File: src/verilog/pmb_pkg.sv
// Constants and types shared by the MAC-side RGMII controller
//==============================================================
// Overview of operation
// - Link clocks 125MHz, 25MHz, 2.5MHz by speed; here 1000 is refused and the clock held low
// - Low nibble on rising, high nibble on falling
// - Transmit control: enable rising, enable xor error falling
// - Transmit control high in frame, low between frames
// - MAC sources transmit clock, PHY receive clock
// - At 10/100 nibble repeats on falling edge
// - Transmit clock low until speed confirmed
// - MII only at 10/100; no gigabit
// - MII entry: mux 0xE, then mode 0x60/0x62
// - Bridge modes: no PRBS; LEDs show RGMII
// - Converter: copper speed must equal fiber speed
package pmb_pkg;
	//==============================================================
	// Clocking
	localparam int CLK_HZ = 50_000_000;
	localparam int RATE_1000_HZ = 125_000_000;
	localparam int RATE_100_HZ = 25_000_000;
	localparam int RATE_10_HZ = 2_500_000;
	localparam logic [3:0] HALF_100 = 4'(CLK_HZ / (2 * RATE_100_HZ));
	localparam logic [3:0] HALF_10 = 4'(CLK_HZ / (2 * RATE_10_HZ));
	typedef enum logic [1:0] {
		PMB_SPD_10 = 2'b00,
		PMB_SPD_100 = 2'b01,
		PMB_SPD_1000 = 2'b10
	} pmb_speed_t;
	//==============================================================
	// Own register map (byte addresses) and fields
	localparam logic [7:0] REG_CTRL = 8'h00;
	localparam logic [7:0] REG_STATUS = 8'h04;
	localparam logic [7:0] REG_DEV_CMD = 8'h08;
	localparam logic [7:0] REG_DEV_DATA = 8'h0c;
	localparam logic [7:0] REG_RX_COUNT = 8'h10;
	localparam int CTRL_W = 6;
	localparam int CTRL_SPEED_LSB = 0;
	localparam int CTRL_SPEED_OK = 2;
	localparam int CTRL_FIBER = 3;
	localparam int CTRL_MC_CHECK = 4;
	localparam int CTRL_MC_1000 = 5;
	localparam int ST_IB_LSB = 0;
	localparam int ST_MISMATCH = 4;
	localparam int ST_BUSY = 5;
	localparam int ST_CLK_RUN = 6;
	localparam int ST_REFUSED = 7;
	localparam int CMD_WRITE = 16;
	localparam int CMD_START = 17;
	localparam int CMD_MII = 18;
	localparam int IB_LINK = 0;
	localparam int IB_SPD_LSB = 1;
	localparam logic [1:0] RESP_OKAY = 2'b00;
	localparam logic [1:0] RESP_SLVERR = 2'b10;
	//==============================================================
	// Device register map and values
	localparam logic [8:0] DEV_BASIC_PHY_CONTROL = 9'h000;
	localparam logic [8:0] DEV_LED_RX_ERROR_MUX = 9'h018;
	localparam logic [8:0] DEV_MAC_IF_TIMING_MODE = 9'h032;
	localparam logic [8:0] DEV_MAC_IF_DELAY_SELECT = 9'h086;
	localparam logic [8:0] DEV_OPERATING_MODE_SELECT = 9'h1df;
	localparam logic [15:0] MUX_RX_ERROR = 16'h000e;
	localparam logic [15:0] OPMODE_MII_COPPER = 16'h0060;
	localparam logic [15:0] OPMODE_MII_FIBER = 16'h0062;
endpackage : pmb_pkg

File: src/verilog/pmb_link_if.sv
// Interface between the controller core and its RGMII transmit and receive ends
`timescale 1ns/1ps
interface pmb_link_if;
	pmb_pkg::pmb_speed_t speed;
	logic run;
	logic [7:0] tx_data;
	logic tx_valid;
	logic tx_er;
	logic tx_take;
	logic clk_running;
	logic [7:0] rx_data;
	logic rx_valid;
	logic rx_err;
	logic [3:0] ib_status;
	modport ctl (output speed, run, tx_data, tx_valid, tx_er,
		input tx_take, clk_running, rx_data, rx_valid, rx_err, ib_status);
	modport tx (input speed, run, tx_data, tx_valid, tx_er, output tx_take, clk_running);
	modport rx (input speed, output rx_data, rx_valid, rx_err, ib_status);
endinterface : pmb_link_if

File: src/verilog/pmb_phy_mac_ctrl.sv
// MAC-side controller: AXI4-Lite registers, device register sequencer, RGMII ends
`timescale 1ns/1ps
module pmb_phy_mac_ctrl (
	input wire logic CLOCK_IN,
	input wire logic RST_N_IN,
	input wire logic [7:0] AWADDR_IN,
	input wire logic AWVALID_IN,
	output logic AWREADY_OUT,
	input wire logic [31:0] WDATA_IN,
	input wire logic [3:0] WSTRB_IN,
	input wire logic WVALID_IN,
	output logic WREADY_OUT,
	output logic [1:0] BRESP_OUT,
	output logic BVALID_OUT,
	input wire logic BREADY_IN,
	input wire logic [7:0] ARADDR_IN,
	input wire logic ARVALID_IN,
	output logic ARREADY_OUT,
	output logic [31:0] RDATA_OUT,
	output logic [1:0] RRESP_OUT,
	output logic RVALID_OUT,
	input wire logic RREADY_IN,
	output logic GIGABIT_TRANSMIT_CLOCK_OUT,
	output logic [3:0] TXD_OUT,
	output logic TX_CTRL_OUT,
	input wire logic RX_CLK_IN,
	input wire logic [3:0] RXD_IN,
	input wire logic RX_CTRL_IN,
	input wire logic [7:0] TX_DATA_IN,
	input wire logic TX_VALID_IN,
	input wire logic TX_ERROR_IN,
	output logic TX_READY_OUT,
	output logic [7:0] RX_DATA_OUT,
	output logic RX_VALID_OUT,
	output logic RX_ERROR_OUT,
	output logic DEV_REQ_OUT,
	output logic DEV_WRITE_OUT,
	output logic [8:0] DEV_ADDR_OUT,
	output logic [15:0] DEV_WDATA_OUT,
	input wire logic DEV_ACK_IN,
	input wire logic [15:0] DEV_RDATA_IN
);
	//==============================================================
	// State
	typedef enum logic [1:0] {
		ST_IDLE = 2'b00,
		ST_SINGLE = 2'b01,
		ST_MII_MUX = 2'b10,
		ST_MII_MODE = 2'b11
	} pmb_dev_state_t;
	typedef struct packed {
		logic [pmb_pkg::CTRL_W-1:0] ctrl;
		pmb_dev_state_t st;
		logic [8:0] dev_addr;
		logic dev_write;
		logic [15:0] dev_wdata;
		logic [15:0] dev_rdata;
		logic [15:0] rx_bytes;
		logic [15:0] rx_errs;
		logic bvalid;
		logic [1:0] bresp;
		logic rvalid;
		logic [1:0] rresp;
		logic [31:0] rdata;
	} pmb_top_state_t;
	pmb_top_state_t s_reg, s_next;
	pmb_link_if link ();
	pmb_pkg::pmb_speed_t speed;
	logic wr_go, rd_go, busy, refused, mismatch, rd_hit;
	logic [1:0] mc_code;
	logic [31:0] status;
	logic [31:0] rd_word;
	// Byte lanes of the device data word; upper lanes have no storage
	function automatic logic [15:0] merge16(input logic [15:0] old, input logic [31:0] d,
		input logic [3:0] be);
		merge16 = old;
		for (int i = 0; i < 2; i++) begin
			if (be[i])
				merge16[8*i +: 8] = d[8*i +: 8];
		end
	endfunction : merge16
	//==============================================================
	// Combinational decode
	always_comb begin
		wr_go = AWVALID_IN && WVALID_IN && !s_reg.bvalid;
		rd_go = ARVALID_IN && !s_reg.rvalid;
		busy = (s_reg.st != ST_IDLE);
		speed = pmb_pkg::pmb_speed_t'(s_reg.ctrl[pmb_pkg::CTRL_SPEED_LSB +: 2]);
		// No 125MHz can be made from this clock, so gigabit is refused outright
		refused = !(speed == pmb_pkg::PMB_SPD_10 || speed == pmb_pkg::PMB_SPD_100);
		mc_code = s_reg.ctrl[pmb_pkg::CTRL_MC_1000] ? 2'(pmb_pkg::PMB_SPD_1000)
			: 2'(pmb_pkg::PMB_SPD_100);
		mismatch = s_reg.ctrl[pmb_pkg::CTRL_MC_CHECK] && link.ib_status[pmb_pkg::IB_LINK]
			&& (link.ib_status[pmb_pkg::IB_SPD_LSB +: 2] != mc_code);
		status = 32'h0;
		status[pmb_pkg::ST_IB_LSB +: 4] = link.ib_status;
		status[pmb_pkg::ST_MISMATCH] = mismatch;
		status[pmb_pkg::ST_BUSY] = busy;
		status[pmb_pkg::ST_CLK_RUN] = link.clk_running;
		status[pmb_pkg::ST_REFUSED] = refused;
		rd_word = 32'h0;
		rd_hit = 1'b1;
		case (ARADDR_IN)
			pmb_pkg::REG_CTRL: begin
				rd_word[pmb_pkg::CTRL_W-1:0] = s_reg.ctrl;
			end
			pmb_pkg::REG_STATUS: begin
				rd_word = status;
			end
			pmb_pkg::REG_DEV_CMD: begin
				rd_word[8:0] = s_reg.dev_addr;
				rd_word[pmb_pkg::CMD_WRITE] = s_reg.dev_write;
			end
			pmb_pkg::REG_DEV_DATA: begin
				rd_word = {s_reg.dev_rdata, s_reg.dev_wdata};
			end
			pmb_pkg::REG_RX_COUNT: begin
				rd_word = {s_reg.rx_errs, s_reg.rx_bytes};
			end
			default: begin
				rd_hit = 1'b0;
			end
		endcase
	end
	//==============================================================
	// Next state
	always_comb begin
		s_next = s_reg;
		if (s_reg.bvalid && BREADY_IN)
			s_next.bvalid = 1'b0;
		if (s_reg.rvalid && RREADY_IN)
			s_next.rvalid = 1'b0;
		if (link.rx_valid)
			s_next.rx_bytes = s_reg.rx_bytes + 16'h1;
		if (link.rx_valid && link.rx_err)
			s_next.rx_errs = s_reg.rx_errs + 16'h1;
		// Device register sequencer; request holds until acknowledged
		case (s_reg.st)
			ST_IDLE: begin
				s_next.st = ST_IDLE;
			end
			ST_SINGLE: begin
				if (DEV_ACK_IN) begin
					if (!s_reg.dev_write)
						s_next.dev_rdata = DEV_RDATA_IN;
					s_next.st = ST_IDLE;
				end
			end
			ST_MII_MUX: begin
				if (DEV_ACK_IN) begin
					s_next.dev_addr = pmb_pkg::DEV_OPERATING_MODE_SELECT;
					s_next.dev_wdata = s_reg.ctrl[pmb_pkg::CTRL_FIBER]
						? pmb_pkg::OPMODE_MII_FIBER : pmb_pkg::OPMODE_MII_COPPER;
					s_next.st = ST_MII_MODE;
				end
			end
			ST_MII_MODE: begin
				if (DEV_ACK_IN)
					s_next.st = ST_IDLE;
			end
			default: begin
				s_next.st = ST_IDLE;
			end
		endcase
		if (wr_go) begin
			s_next.bvalid = 1'b1;
			s_next.bresp = pmb_pkg::RESP_OKAY;
			case (AWADDR_IN)
				pmb_pkg::REG_CTRL: begin
					if (WSTRB_IN[0])
						s_next.ctrl = WDATA_IN[pmb_pkg::CTRL_W-1:0];
				end
				pmb_pkg::REG_STATUS: begin
					s_next.bresp = pmb_pkg::RESP_OKAY;
				end
				pmb_pkg::REG_DEV_CMD: begin
					// A command while the sequencer is busy is dropped
					if (!busy && WSTRB_IN[2]) begin
						if (WDATA_IN[pmb_pkg::CMD_MII]) begin
							s_next.dev_addr = pmb_pkg::DEV_LED_RX_ERROR_MUX;
							s_next.dev_wdata = pmb_pkg::MUX_RX_ERROR;
							s_next.dev_write = 1'b1;
							s_next.st = ST_MII_MUX;
						end else if (WDATA_IN[pmb_pkg::CMD_START]) begin
							s_next.dev_addr = WDATA_IN[8:0];
							s_next.dev_write = WDATA_IN[pmb_pkg::CMD_WRITE];
							s_next.st = ST_SINGLE;
						end
					end
				end
				pmb_pkg::REG_DEV_DATA: begin
					if (!busy)
						s_next.dev_wdata = merge16(s_reg.dev_wdata, WDATA_IN, WSTRB_IN);
				end
				pmb_pkg::REG_RX_COUNT: begin
					// Clear, but a byte arriving now still counts
					s_next.rx_bytes = 16'(link.rx_valid);
					s_next.rx_errs = 16'(link.rx_valid && link.rx_err);
				end
				default: begin
					s_next.bresp = pmb_pkg::RESP_SLVERR;
				end
			endcase
		end
		if (rd_go) begin
			s_next.rvalid = 1'b1;
			s_next.rdata = rd_word;
			s_next.rresp = rd_hit ? pmb_pkg::RESP_OKAY : pmb_pkg::RESP_SLVERR;
		end
	end
	always_ff @(posedge CLOCK_IN or negedge RST_N_IN) begin
		if (!RST_N_IN) begin
			s_reg <= '0;
		end else begin
			s_reg <= s_next;
		end
	end
	//==============================================================
	// Link ends
	assign link.speed = speed;
	// Clock held low until software confirms the PHY speed
	assign link.run = s_reg.ctrl[pmb_pkg::CTRL_SPEED_OK] && !refused;
	assign link.tx_data = TX_DATA_IN;
	assign link.tx_valid = TX_VALID_IN;
	assign link.tx_er = TX_ERROR_IN;
	pmb_rgmii_tx u_tx (
		.clk_in(CLOCK_IN),
		.rst_n_in(RST_N_IN),
		.link(link.tx),
		.txc_out(GIGABIT_TRANSMIT_CLOCK_OUT),
		.txd_out(TXD_OUT),
		.tx_ctrl_out(TX_CTRL_OUT)
	);
	pmb_rgmii_rx u_rx (
		.clk_in(CLOCK_IN),
		.rst_n_in(RST_N_IN),
		.rx_clk_in(RX_CLK_IN),
		.rxd_in(RXD_IN),
		.rx_ctrl_in(RX_CTRL_IN),
		.link(link.rx)
	);
	//==============================================================
	// Outputs
	assign AWREADY_OUT = wr_go;
	assign WREADY_OUT = wr_go;
	assign BVALID_OUT = s_reg.bvalid;
	assign BRESP_OUT = s_reg.bresp;
	assign ARREADY_OUT = rd_go;
	assign RVALID_OUT = s_reg.rvalid;
	assign RDATA_OUT = s_reg.rdata;
	assign RRESP_OUT = s_reg.rresp;
	assign TX_READY_OUT = link.tx_take;
	assign RX_DATA_OUT = link.rx_data;
	assign RX_VALID_OUT = link.rx_valid;
	assign RX_ERROR_OUT = link.rx_err;
	assign DEV_REQ_OUT = busy;
	assign DEV_WRITE_OUT = s_reg.dev_write;
	assign DEV_ADDR_OUT = s_reg.dev_addr;
	assign DEV_WDATA_OUT = s_reg.dev_wdata;
	//==============================================================
	// Checks
	mii_mux_a: assert property (@(posedge CLOCK_IN) disable iff (!RST_N_IN)
		s_reg.st == ST_MII_MUX |-> DEV_REQ_OUT && DEV_WRITE_OUT
		&& DEV_ADDR_OUT == pmb_pkg::DEV_LED_RX_ERROR_MUX
		&& DEV_WDATA_OUT == pmb_pkg::MUX_RX_ERROR) else $error("bad mux write");
	mii_mode_a: assert property (@(posedge CLOCK_IN) disable iff (!RST_N_IN)
		s_reg.st == ST_MII_MUX && DEV_ACK_IN |=> s_reg.st == ST_MII_MODE
		&& DEV_ADDR_OUT == pmb_pkg::DEV_OPERATING_MODE_SELECT
		&& DEV_WDATA_OUT == ($past(s_reg.ctrl[pmb_pkg::CTRL_FIBER])
		? pmb_pkg::OPMODE_MII_FIBER : pmb_pkg::OPMODE_MII_COPPER))
		else $error("bad mode write");
	gig_hold_a: assert property (@(posedge CLOCK_IN) disable iff (!RST_N_IN)
		refused && !GIGABIT_TRANSMIT_CLOCK_OUT |=> !GIGABIT_TRANSMIT_CLOCK_OUT)
		else $error("clock runs at refused speed");
	bresp_hold_a: assert property (@(posedge CLOCK_IN) disable iff (!RST_N_IN)
		BVALID_OUT && !BREADY_IN |=> BVALID_OUT && $stable(BRESP_OUT))
		else $error("write response dropped");
endmodule : pmb_phy_mac_ctrl

File: src/verilog/pmb_rgmii_rx.sv
// RGMII receive end: pin synchronisers, edge capture, byte assembly, in-band status
`timescale 1ns/1ps
module pmb_rgmii_rx (
	input wire logic clk_in,
	input wire logic rst_n_in,
	input wire logic rx_clk_in,
	input wire logic [3:0] rxd_in,
	input wire logic rx_ctrl_in,
	pmb_link_if.rx link
);
	typedef struct packed {
		logic [5:0] s1;
		logic [5:0] s2;
		logic [5:0] s3;
		logic [3:0] lo;
		logic ctl_r;
		logic hi_half;
		logic [7:0] data;
		logic valid;
		logic err;
		logic [3:0] ib;
	} pmb_rx_state_t;
	pmb_rx_state_t s_reg, s_next;
	logic rise, fall, dv, er;
	always_comb begin
		// Edges from the second stage, so a stretched phase only delays capture
		rise = s_reg.s2[5] && !s_reg.s3[5];
		fall = !s_reg.s2[5] && s_reg.s3[5];
		dv = s_reg.ctl_r;
		er = s_reg.ctl_r ^ s_reg.s2[4];
		s_next = s_reg;
		s_next.s1 = {rx_clk_in, rx_ctrl_in, rxd_in};
		s_next.s2 = s_reg.s1;
		s_next.s3 = s_reg.s2;
		s_next.valid = 1'b0;
		if (rise) begin
			s_next.lo = s_reg.s2[3:0];
			s_next.ctl_r = s_reg.s2[4];
		end
		if (fall) begin
			s_next.err = er;
			if (link.speed == pmb_pkg::PMB_SPD_1000) begin
				s_next.data = {s_reg.s2[3:0], s_reg.lo};
				s_next.valid = dv;
			end else if (dv) begin
				s_next.data = {s_reg.lo, s_reg.data[7:4]};
				s_next.valid = s_reg.hi_half;
				s_next.hi_half = !s_reg.hi_half;
			end else begin
				s_next.hi_half = 1'b0;
				if (!er)
					s_next.ib = s_reg.lo;
			end
		end
	end
	always_ff @(posedge clk_in or negedge rst_n_in) begin
		if (!rst_n_in) begin
			s_reg <= '0;
		end else begin
			s_reg <= s_next;
		end
	end
	assign link.rx_data = s_reg.data;
	assign link.rx_valid = s_reg.valid;
	assign link.rx_err = s_reg.err;
	assign link.ib_status = s_reg.ib;
	//==============================================================
	// Checks
	lo_capture_a: assert property (@(posedge clk_in) disable iff (!rst_n_in)
		rise |=> s_reg.lo == $past(s_reg.s2[3:0])) else $error("low nibble not captured");
	inband_take_a: assert property (@(posedge clk_in) disable iff (!rst_n_in)
		fall && !s_reg.ctl_r && !s_reg.s2[4] && link.speed != pmb_pkg::PMB_SPD_1000
		|=> s_reg.ib == $past(s_reg.lo))
		else $error("in-band status not taken");
endmodule : pmb_rgmii_rx

File: src/verilog/pmb_rgmii_tx.sv
// RGMII transmit end: divided clock, nibble and control encoding
`timescale 1ns/1ps
module pmb_rgmii_tx (
	input wire logic clk_in,
	input wire logic rst_n_in,
	pmb_link_if.tx link,
	output logic txc_out,
	output logic [3:0] txd_out,
	output logic tx_ctrl_out
);
	typedef struct packed {
		logic [3:0] cnt;
		logic clk;
		logic hi_half;
		logic en;
		logic er;
		logic [7:0] byte_q;
		logic [3:0] txd;
		logic ctrl;
	} pmb_tx_state_t;
	pmb_tx_state_t s_reg, s_next;
	logic [3:0] half;
	logic expire, rise_evt, fall_evt, take;
	always_comb begin
		half = (link.speed == pmb_pkg::PMB_SPD_10) ? pmb_pkg::HALF_10 : pmb_pkg::HALF_100;
		// At or past the end, so a switch to a shorter half never runs the count round
		expire = (s_reg.cnt >= half - 4'h1);
		// Rise only when allowed; a started high phase always completes, so no runt pulse
		rise_evt = expire && !s_reg.clk && link.run;
		fall_evt = expire && s_reg.clk;
		take = fall_evt && !s_reg.hi_half && link.tx_valid && link.run;
		s_next = s_reg;
		s_next.cnt = (expire || (!link.run && !s_reg.clk)) ? 4'h0 : s_reg.cnt + 4'h1;
		if (rise_evt) begin
			s_next.clk = 1'b1;
			s_next.ctrl = s_reg.en ^ s_reg.er;
		end
		// Data changes with the clock edge; the PHY's default shift centres it
		if (fall_evt) begin
			s_next.clk = 1'b0;
			if (s_reg.hi_half) begin
				s_next.txd = s_reg.byte_q[7:4];
				s_next.hi_half = 1'b0;
			end else begin
				s_next.en = take;
				s_next.er = take && link.tx_er;
				s_next.byte_q = link.tx_data;
				s_next.txd = take ? link.tx_data[3:0] : 4'h0;
				s_next.hi_half = take;
			end
			s_next.ctrl = s_next.en;
		end
	end
	always_ff @(posedge clk_in or negedge rst_n_in) begin
		if (!rst_n_in) begin
			s_reg <= '0;
		end else begin
			s_reg <= s_next;
		end
	end
	assign link.tx_take = take;
	assign link.clk_running = link.run;
	assign txc_out = s_reg.clk;
	assign txd_out = s_reg.txd;
	assign tx_ctrl_out = s_reg.ctrl;
	//==============================================================
	// Checks
	clk_hold_low_a: assert property (@(posedge clk_in) disable iff (!rst_n_in)
		!link.run && !s_reg.clk |=> !s_reg.clk) else $error("clock rose while stopped");
	ctrl_rise_a: assert property (@(posedge clk_in) disable iff (!rst_n_in)
		$rose(s_reg.clk) |-> $past(s_reg.ctrl) == s_reg.en) else $error("bad rising control");
	ctrl_fall_a: assert property (@(posedge clk_in) disable iff (!rst_n_in)
		$fell(s_reg.clk) |-> $past(s_reg.ctrl) == ($past(s_reg.en) ^ $past(s_reg.er)))
		else $error("bad falling control");
	nibble_repeat_a: assert property (@(posedge clk_in) disable iff (!rst_n_in)
		$rose(s_reg.clk) |-> $stable(s_reg.txd)) else $error("nibble changed at rise");
	idle_low_a: assert property (@(posedge clk_in) disable iff (!rst_n_in)
		!s_reg.en && !s_reg.er |-> !s_reg.ctrl) else $error("control high while idle");
	period_100_a: assert property (@(posedge clk_in) disable iff (!rst_n_in)
		s_reg.clk && link.speed == pmb_pkg::PMB_SPD_100 |=> !s_reg.clk)
		else $error("25MHz high phase too long");
endmodule : pmb_rgmii_tx
File: config.mk
export PLATFORM = sky130hd
export DESIGN_NAME = pmb_phy_mac_ctrl
export DESIGN_NICKNAME = d
export VERILOG_FILES = /design/src/verilog/pmb_pkg.sv /design/src/verilog/pmb_link_if.sv /design/src/verilog/pmb_phy_mac_ctrl.sv /design/src/verilog/pmb_rgmii_rx.sv /design/src/verilog/pmb_rgmii_tx.sv
export SDC_FILE = /design/constraint.sdc
export NUM_CORES = 1
export LEC_CHECK = 0
export BUFFER_PORTS_ARGS = -buffer_cell sky130_fd_sc_hd__buf_4
export CAP_MARGIN = 20
export CORE_MARGIN = 5
export CORE_UTILIZATION = 50
export CTS_CLUSTER_DIAMETER = 100
export DETAILED_ROUTE_END_ITERATION = 8
export PLACE_DENSITY = 0.77
export SETUP_SLACK_MARGIN = 0.3
export SLEW_MARGIN = 20
export SYNTH_ARGS = -nofsm -noshare
export SYNTH_HDL_FRONTEND = slang
export SYNTH_HIERARCHICAL = 1
export SYNTH_SLANG_ARGS = --single-unit
File: constraint.sdc
create_clock -name CLOCK_IN -period 2.25 [get_ports CLOCK_IN]
set_input_delay 0.45 -clock CLOCK_IN [delete_from_list [all_inputs] [get_ports CLOCK_IN]]
set_output_delay 0.45 -clock CLOCK_IN [all_outputs]
set_load 0.1 [all_outputs]
* Word-level counts from Yosys, hierarchy flattened
Cells that the tools add are included.
Word-level totals: RAM bits 0, bits in read-only memories 0, register bits after elaboration 179, memories 0, logic and storage cells 161, bits in latches 0, output and inout bits 85, input bits 92
Cells by class: multiply operators 0, mux-type cells 49, shifts and indexed selects 0, divide/modulo/power cells 0, equal/unequal tests 16, bitwise operators 7, add/subtract/negate cells 4, magnitude comparators 1, reduce and logical (&&, ||, !) cells 52
Operators with widths (count):
- 16-bit two-way mux | 6
- 35-bit two-way mux | 2
- 28-bit two-way mux | 2
- 12-bit two-way mux | 3
- 16-bit by 1-bit adder with 16-bit output, second input constant | 2
- 8-bit by 4-bit equality test with 1-bit output, second input constant | 4
- 32-bit two-way mux | 1
- 16-bit case mux with 2 select lines | 1
- 15-bit case mux with 2 select lines | 1
- 6-bit case mux with 5 select lines | 1
- 4-bit two-way mux | 7
- 9-bit two-way mux | 3
- 1-bit logical AND | 20
- 17-bit two-way mux | 1
- 8-bit by 3-bit equality test with 1-bit output, second input constant | 2
- 8-bit by 5-bit equality test with 1-bit output, second input constant | 2
- 8-bit logical NOT | 2
- 8-bit two-way mux | 2
- 7-bit case mux with 2 select lines | 1
- 3-bit case mux with 4 select lines | 1
- 2-bit nonzero test | 6
- 11-bit two-way mux | 1
- 1-bit logical NOT | 10
- 10-bit two-way mux | 1
- 21 further kinds | 47

* Logic depth before layout (Yosys ltp)
word-level depth 11, depth in mapped cells 8, mapped depth without buffers 7

* Modules after synthesis
Netlist, hierarchy kept.
Modules (own cells, without submodules):
- pmb_phy_mac_ctrl | cells each 605, sequential area each 2952.8 um^2, instances 1, area each 6030.8 um^2
- pmb_rgmii_rx | cells each 101, sequential area each 825.8 um^2, instances 1, area each 1371.3 um^2
- pmb_rgmii_tx | cells each 73, sequential area each 425.4 um^2, instances 1, area each 858.3 um^2

* Least setup slack after synthesis
Ideal clock, no wire load.
kind reg-to-reg, start register u_tx.s_reg, in the netlist u_tx/txc_out, end register u_tx/s_reg[13] in the netlist's numbering, arrival time 4008 ps, period minus slack after synthesis 4082 ps, stages on the path, launching flop included 4, slack -1832 ps, cell sequence dfrtp_1 > inv_1 > nor3b_1 > a22o_1
Between the ends: word-level cells in the longest chain between the ends 5
RTL lines:
- start, declared | line pmb_rgmii_tx.sv:21 | pmb_tx_state_t s_reg, s_next;
- start signal, assigned | line pmb_rgmii_tx.sv:58 | s_reg <= s_next;
- 1-bit logical AND | line pmb_rgmii_tx.sv:30 | fall_evt = expire && s_reg.clk;
- 1-bit logical AND (3 in a row) | line pmb_rgmii_tx.sv:31 | take = fall_evt && !s_reg.hi_half && link.tx_valid && link.run;
- named net TX_READY_OUT | line pmb_phy_mac_ctrl.sv:32 | output logic TX_READY_OUT,
- 1-bit logical AND | line pmb_rgmii_tx.sv:46 | s_next.er = take && link.tx_er;
The timed path passes the listed nets, and every way through them passes these cells. A chain may end at the register's enable or synchronous reset.

* Final worst setup path
start register s_reg, in the netlist link.speed[1], end output TX_READY_OUT
Between the ends: word-level cells in the longest chain between the ends 8
RTL lines:
- start, declared | line pmb_phy_mac_ctrl.sv:66 | pmb_top_state_t s_reg, s_next;
- start signal, assigned | line pmb_phy_mac_ctrl.sv:215 | s_reg <= s_next;
- 2-bit logical NOT | line pmb_phy_mac_ctrl.sv:90, pmb_rgmii_tx.sv:25
- 4-bit two-way mux | line pmb_rgmii_tx.sv:25 | half = (link.speed == pmb_pkg::PMB_SPD_10) ? pmb_pkg::HALF_10 : pmb_pkg::HALF_100;
- 4-bit by 1-bit subtractor with 4-bit output | line pmb_rgmii_tx.sv:27 | expire = (s_reg.cnt >= half - 4'h1);
- 4-bit greater-or-equal comparator | line pmb_rgmii_tx.sv:27
- 1-bit logical AND | line pmb_rgmii_tx.sv:30
- 1-bit logical AND (2 in a row) | line pmb_rgmii_tx.sv:31
- 1-bit logical AND * | line pmb_rgmii_tx.sv:31
- end, declared | line pmb_phy_mac_ctrl.sv:32
Every way passes the cells marked *; elsewhere a longest branch is shown, timed or not.

==> flow_summary.json <==
{
  "rows": 47,
  "seqPwrFrac_pct": 39.9,
  "htreeDepth": 4,
  "viasPerCell": 5.45,
  "layout.cells.non_filler": 1123,
  "grt_pass1_wl_mm": 31.8,
  "placed_cells": 1077,
  "final_nets": 989,
  "p_leak_nw": 4.80,
  "slew_headroom_pct": 61.4,
  "power_density_nw_per_um2": 968,
  "synth_area_um2": 8260,
  "port_buffers": 160,
  "rsz0062_at_grt": "yes",
  "drv_cap": 0,
  "final_cell_mix": "buf_4, dfrtp_1, nor2_1",
  "die_h_um": 139,
  "ys_async_sr_fraction_pct": 100,
  "root_buffer": "clkbuf_16",
  "setup_viol": 16,
  "postRouteAntennaNets": 0,
  "path_max_fanout": 2,
  "wl_per_cell_um": 18.0,
  "crit_chain": "or2_4, inv_4, ha_4, or4b_4, a21oi_4, nor3b_4, buf_12",
  "worstPathArrival_ns": 2.24,
  "die_area_um2": 19200,
  "finalHoldViolCount": 0,
  "finalCritPeriodShare_pct": 119,
  "min_from": "RXD_IN[1]",
  "syn_to_final_growth_pct": 25.7,
  "antenna_found_initial": 0,
  "period_needed_ns": 2.69,
  "diodes": 0,
  "setup_ws_ns": -0.437,
  "endpoint_kind": "primary output",
  "max_stage_delay_ns": 0.49,
  "synth_area_leaders": "dfrtp_1, buf_4, nor2_1",
  "netlist_instances": 779,
  "dr.pass1.iters": 4,
  "p_clk_share_pct": 29.1,
  "ios": 177,
  "yosys_most_used_dff": "dfrtp_1",
  "p_int_mw": 6.21,
  "fin_worst_skew_ns": 0.0130,
  "p_sw_mw": 3.85,
  "core_area_um2": 16400,
  "cts_buffers": 17,
  "p_total_mw": 10.1,
  "grt_pass1_vias": 6008,
  "critical_path.slowest_cell": "or4b_4",
  "whs_ns": 0.124,
  "reg2regPathDepth": 10,
  "clk_path_buf_depth": 2,
  "cp-start-kind": "register",
  "synth-seq-cells": 168,
  "grt.overflow.total": 0,
  "p_comb_share_pct": 31.1,
  "routabilityCongestion": 0.892,
  "crit_start": "link.speed[1]",
  "clock.fmax_ghz": 0.372,
  "hold_depth": 1,
  "path_class": "register to primary output",
  "synth_top_area_share_pct": 50.9,
  "clkLatencyLatePin_ns": 0.44,
  "vias": 6123,
  "reg2reg_from": "link.speed[1]",
  "post-place-ws_ns": -0.101,
  "place_hpwl_mm": 14.1,
  "start_util_pct": 50.3,
  "violations": "setup timing",
  "peakVddDrop_uv": 952,
  "cp.required_ns": 1.80,
  "finalSetupTns_ns": -2.60,
  "drt-initial-drc-count": 465,
  "ys_warn_count": 6,
  "min_path_type": "input pin to register",
  "grt_max_degree": 68,
  "final_common_cell": "buf_4",
  "ys_seq_area_share_pct": 50.9,
  "yosysTopAreaCell": "dfrtp_1",
  "status": "finished, violations left",
  "worst_pin_slew_ns": 0.574,
  "ys_types": 72,
  "die_w_um": 139,
  "sw_frac_of_total_pct": 38.3,
  "ff2ff_setup_slack_ns": -0.22,
  "finalWirelength_mm": 20.2,
  "clock-sinks": 168,
  "largest_reg_flops": 54,
  "synth-edff-count": 0,
  "drc": 0,
  "cts_tree": "yes",
  "syn_area_per_cell_um2": 10.6,
  "drv_slew": 0,
  "drive_gt1_share_pct": 37.9,
  "clk_pin_slew_ns": 0.07,
  "grt_use_total_pct": 20.5
}
==> final timing paths <==
kind | endpoint
max in group asynchronous | RVALID_OUT
worst min register to register | u_rx/s_next[21]
worst max register to register | u_tx/txd_out[0]
worst max-delay path | TX_READY_OUT
min in group asynchronous | DEV_ADDR_OUT[4]
worst min-delay path | u_rx/s_next[27]
==> power groups by stage <==
stage | registers [mW] | logic, mW | clock network [mW]
after CTS | 4.00 | 3.03 | 2.97
after detailed placement | 4.05 | 2.99 | 0
after floorplan | 3.96 | 2.56 | 0
after global placement | 4.02 | 2.95 | 0
after global routing | 4.08 | 3.30 | 3.10
final | 4.01 | 3.13 | 2.92
==> metrics by stage <==
| step | util, % | instance area (µm²) |
|---|---|---|
| 6_report | 63.3 | 10400 |
| 5_1_grt | 63.3 | 10400 |
| 4_1_cts | 61.7 | 10100 |
| 3_5_place_dp | 57.4 | 9420 |
| 3_3_place_gp | 57.4 | 9420 |
| 2_1_floorplan | - | 8440 |
==> critical path: cells and delay by family, from the launching register on <==
family	cells	cell delay [ns]
AND/OR/NAND/NOR	3	0.81
flip-flops	1	0.40
buffers and inverters	2	0.23
adder cells (fa/ha/maj)	1	0.18
AO/OA/AOI/OAI	1	0.17
==> logic make-up after synthesis <==
family,Yosys count,synth area share (%)
AO/OA/AOI/OAI,119,11.2
XOR/XNOR,33,3.50
adder cells (fa/ha/maj),6,0.909
buffers and inverters,128,9.74
flip-flops,168,50.9
multiplexers,56,7.54
other,1,0.0454
AND/OR/NAND/NOR,268,16.2
==> Yosys cell counts (2+ instances only) <==
master and instances:
nor2_1 118, o31ai_1 4, a21o_1 2, xnor2_1 10, and3_1 12, dfrtp_1 168, o21ai_0 15, and3b_2 8
mux2_4 4, buf_4 81, mux2i_1 18, nand3_1 18, a31oi_1 9, nand2_1 52, clkbuf_1 21, o32a_1 2
and4_1 3, nor3_1 10, and2_2 2, o221a_1 2, o22ai_1 10, and3b_1 3, mux2_2 34, nand2b_1 4
xor2_1 23, a22o_1 10, nand4_1 7, nor3b_1 2, buf_2 10, inv_1 15, nand3b_1 3, o2bb2ai_1 15
nor3_2 2, a221oi_1 29, ha_1 6, nor2b_1 3, o21a_1 2, a21oi_1 7, or2_2 2
==> what timing repair did <==
action / 4_1_cts / 5_1_grt
buffers inserted: 4 / 8
resized for setup: 20 / 42
cloned: 0 / 2
hold endpoints to repair: 33 / 0
hold buffers: 1 / 0
pin swaps: 2 / 8
endpoints found under the setup margin: 32 / 76
==> routing by layer <==
layer | wire length (µm) | share of wire [%] | global-route usage (%) | vias up
met5 | 0 | 0 | 0 | -
met4 | 394 | 1.9 | 6.40 | 0
met3 | 1270 | 6.3 | 6.07 | 30
met2 | 9950 | 49 | 32.5 | 189
met1 | 8610 | 43 | 27.4 | 3015
li1 | - | - | - | 2889
==> final cells by class <==
class,instances,area (µm²)
clock inverters,11,151
well taps,220,275
repair buffers,205,1750
clock buffers,20,437
inverters,15,62.6
flip-flops and latches,168,4210
fillers,1286,6020
multi-input cells,484,3490
No activity file was read; power rests on OpenSTA's default activity.
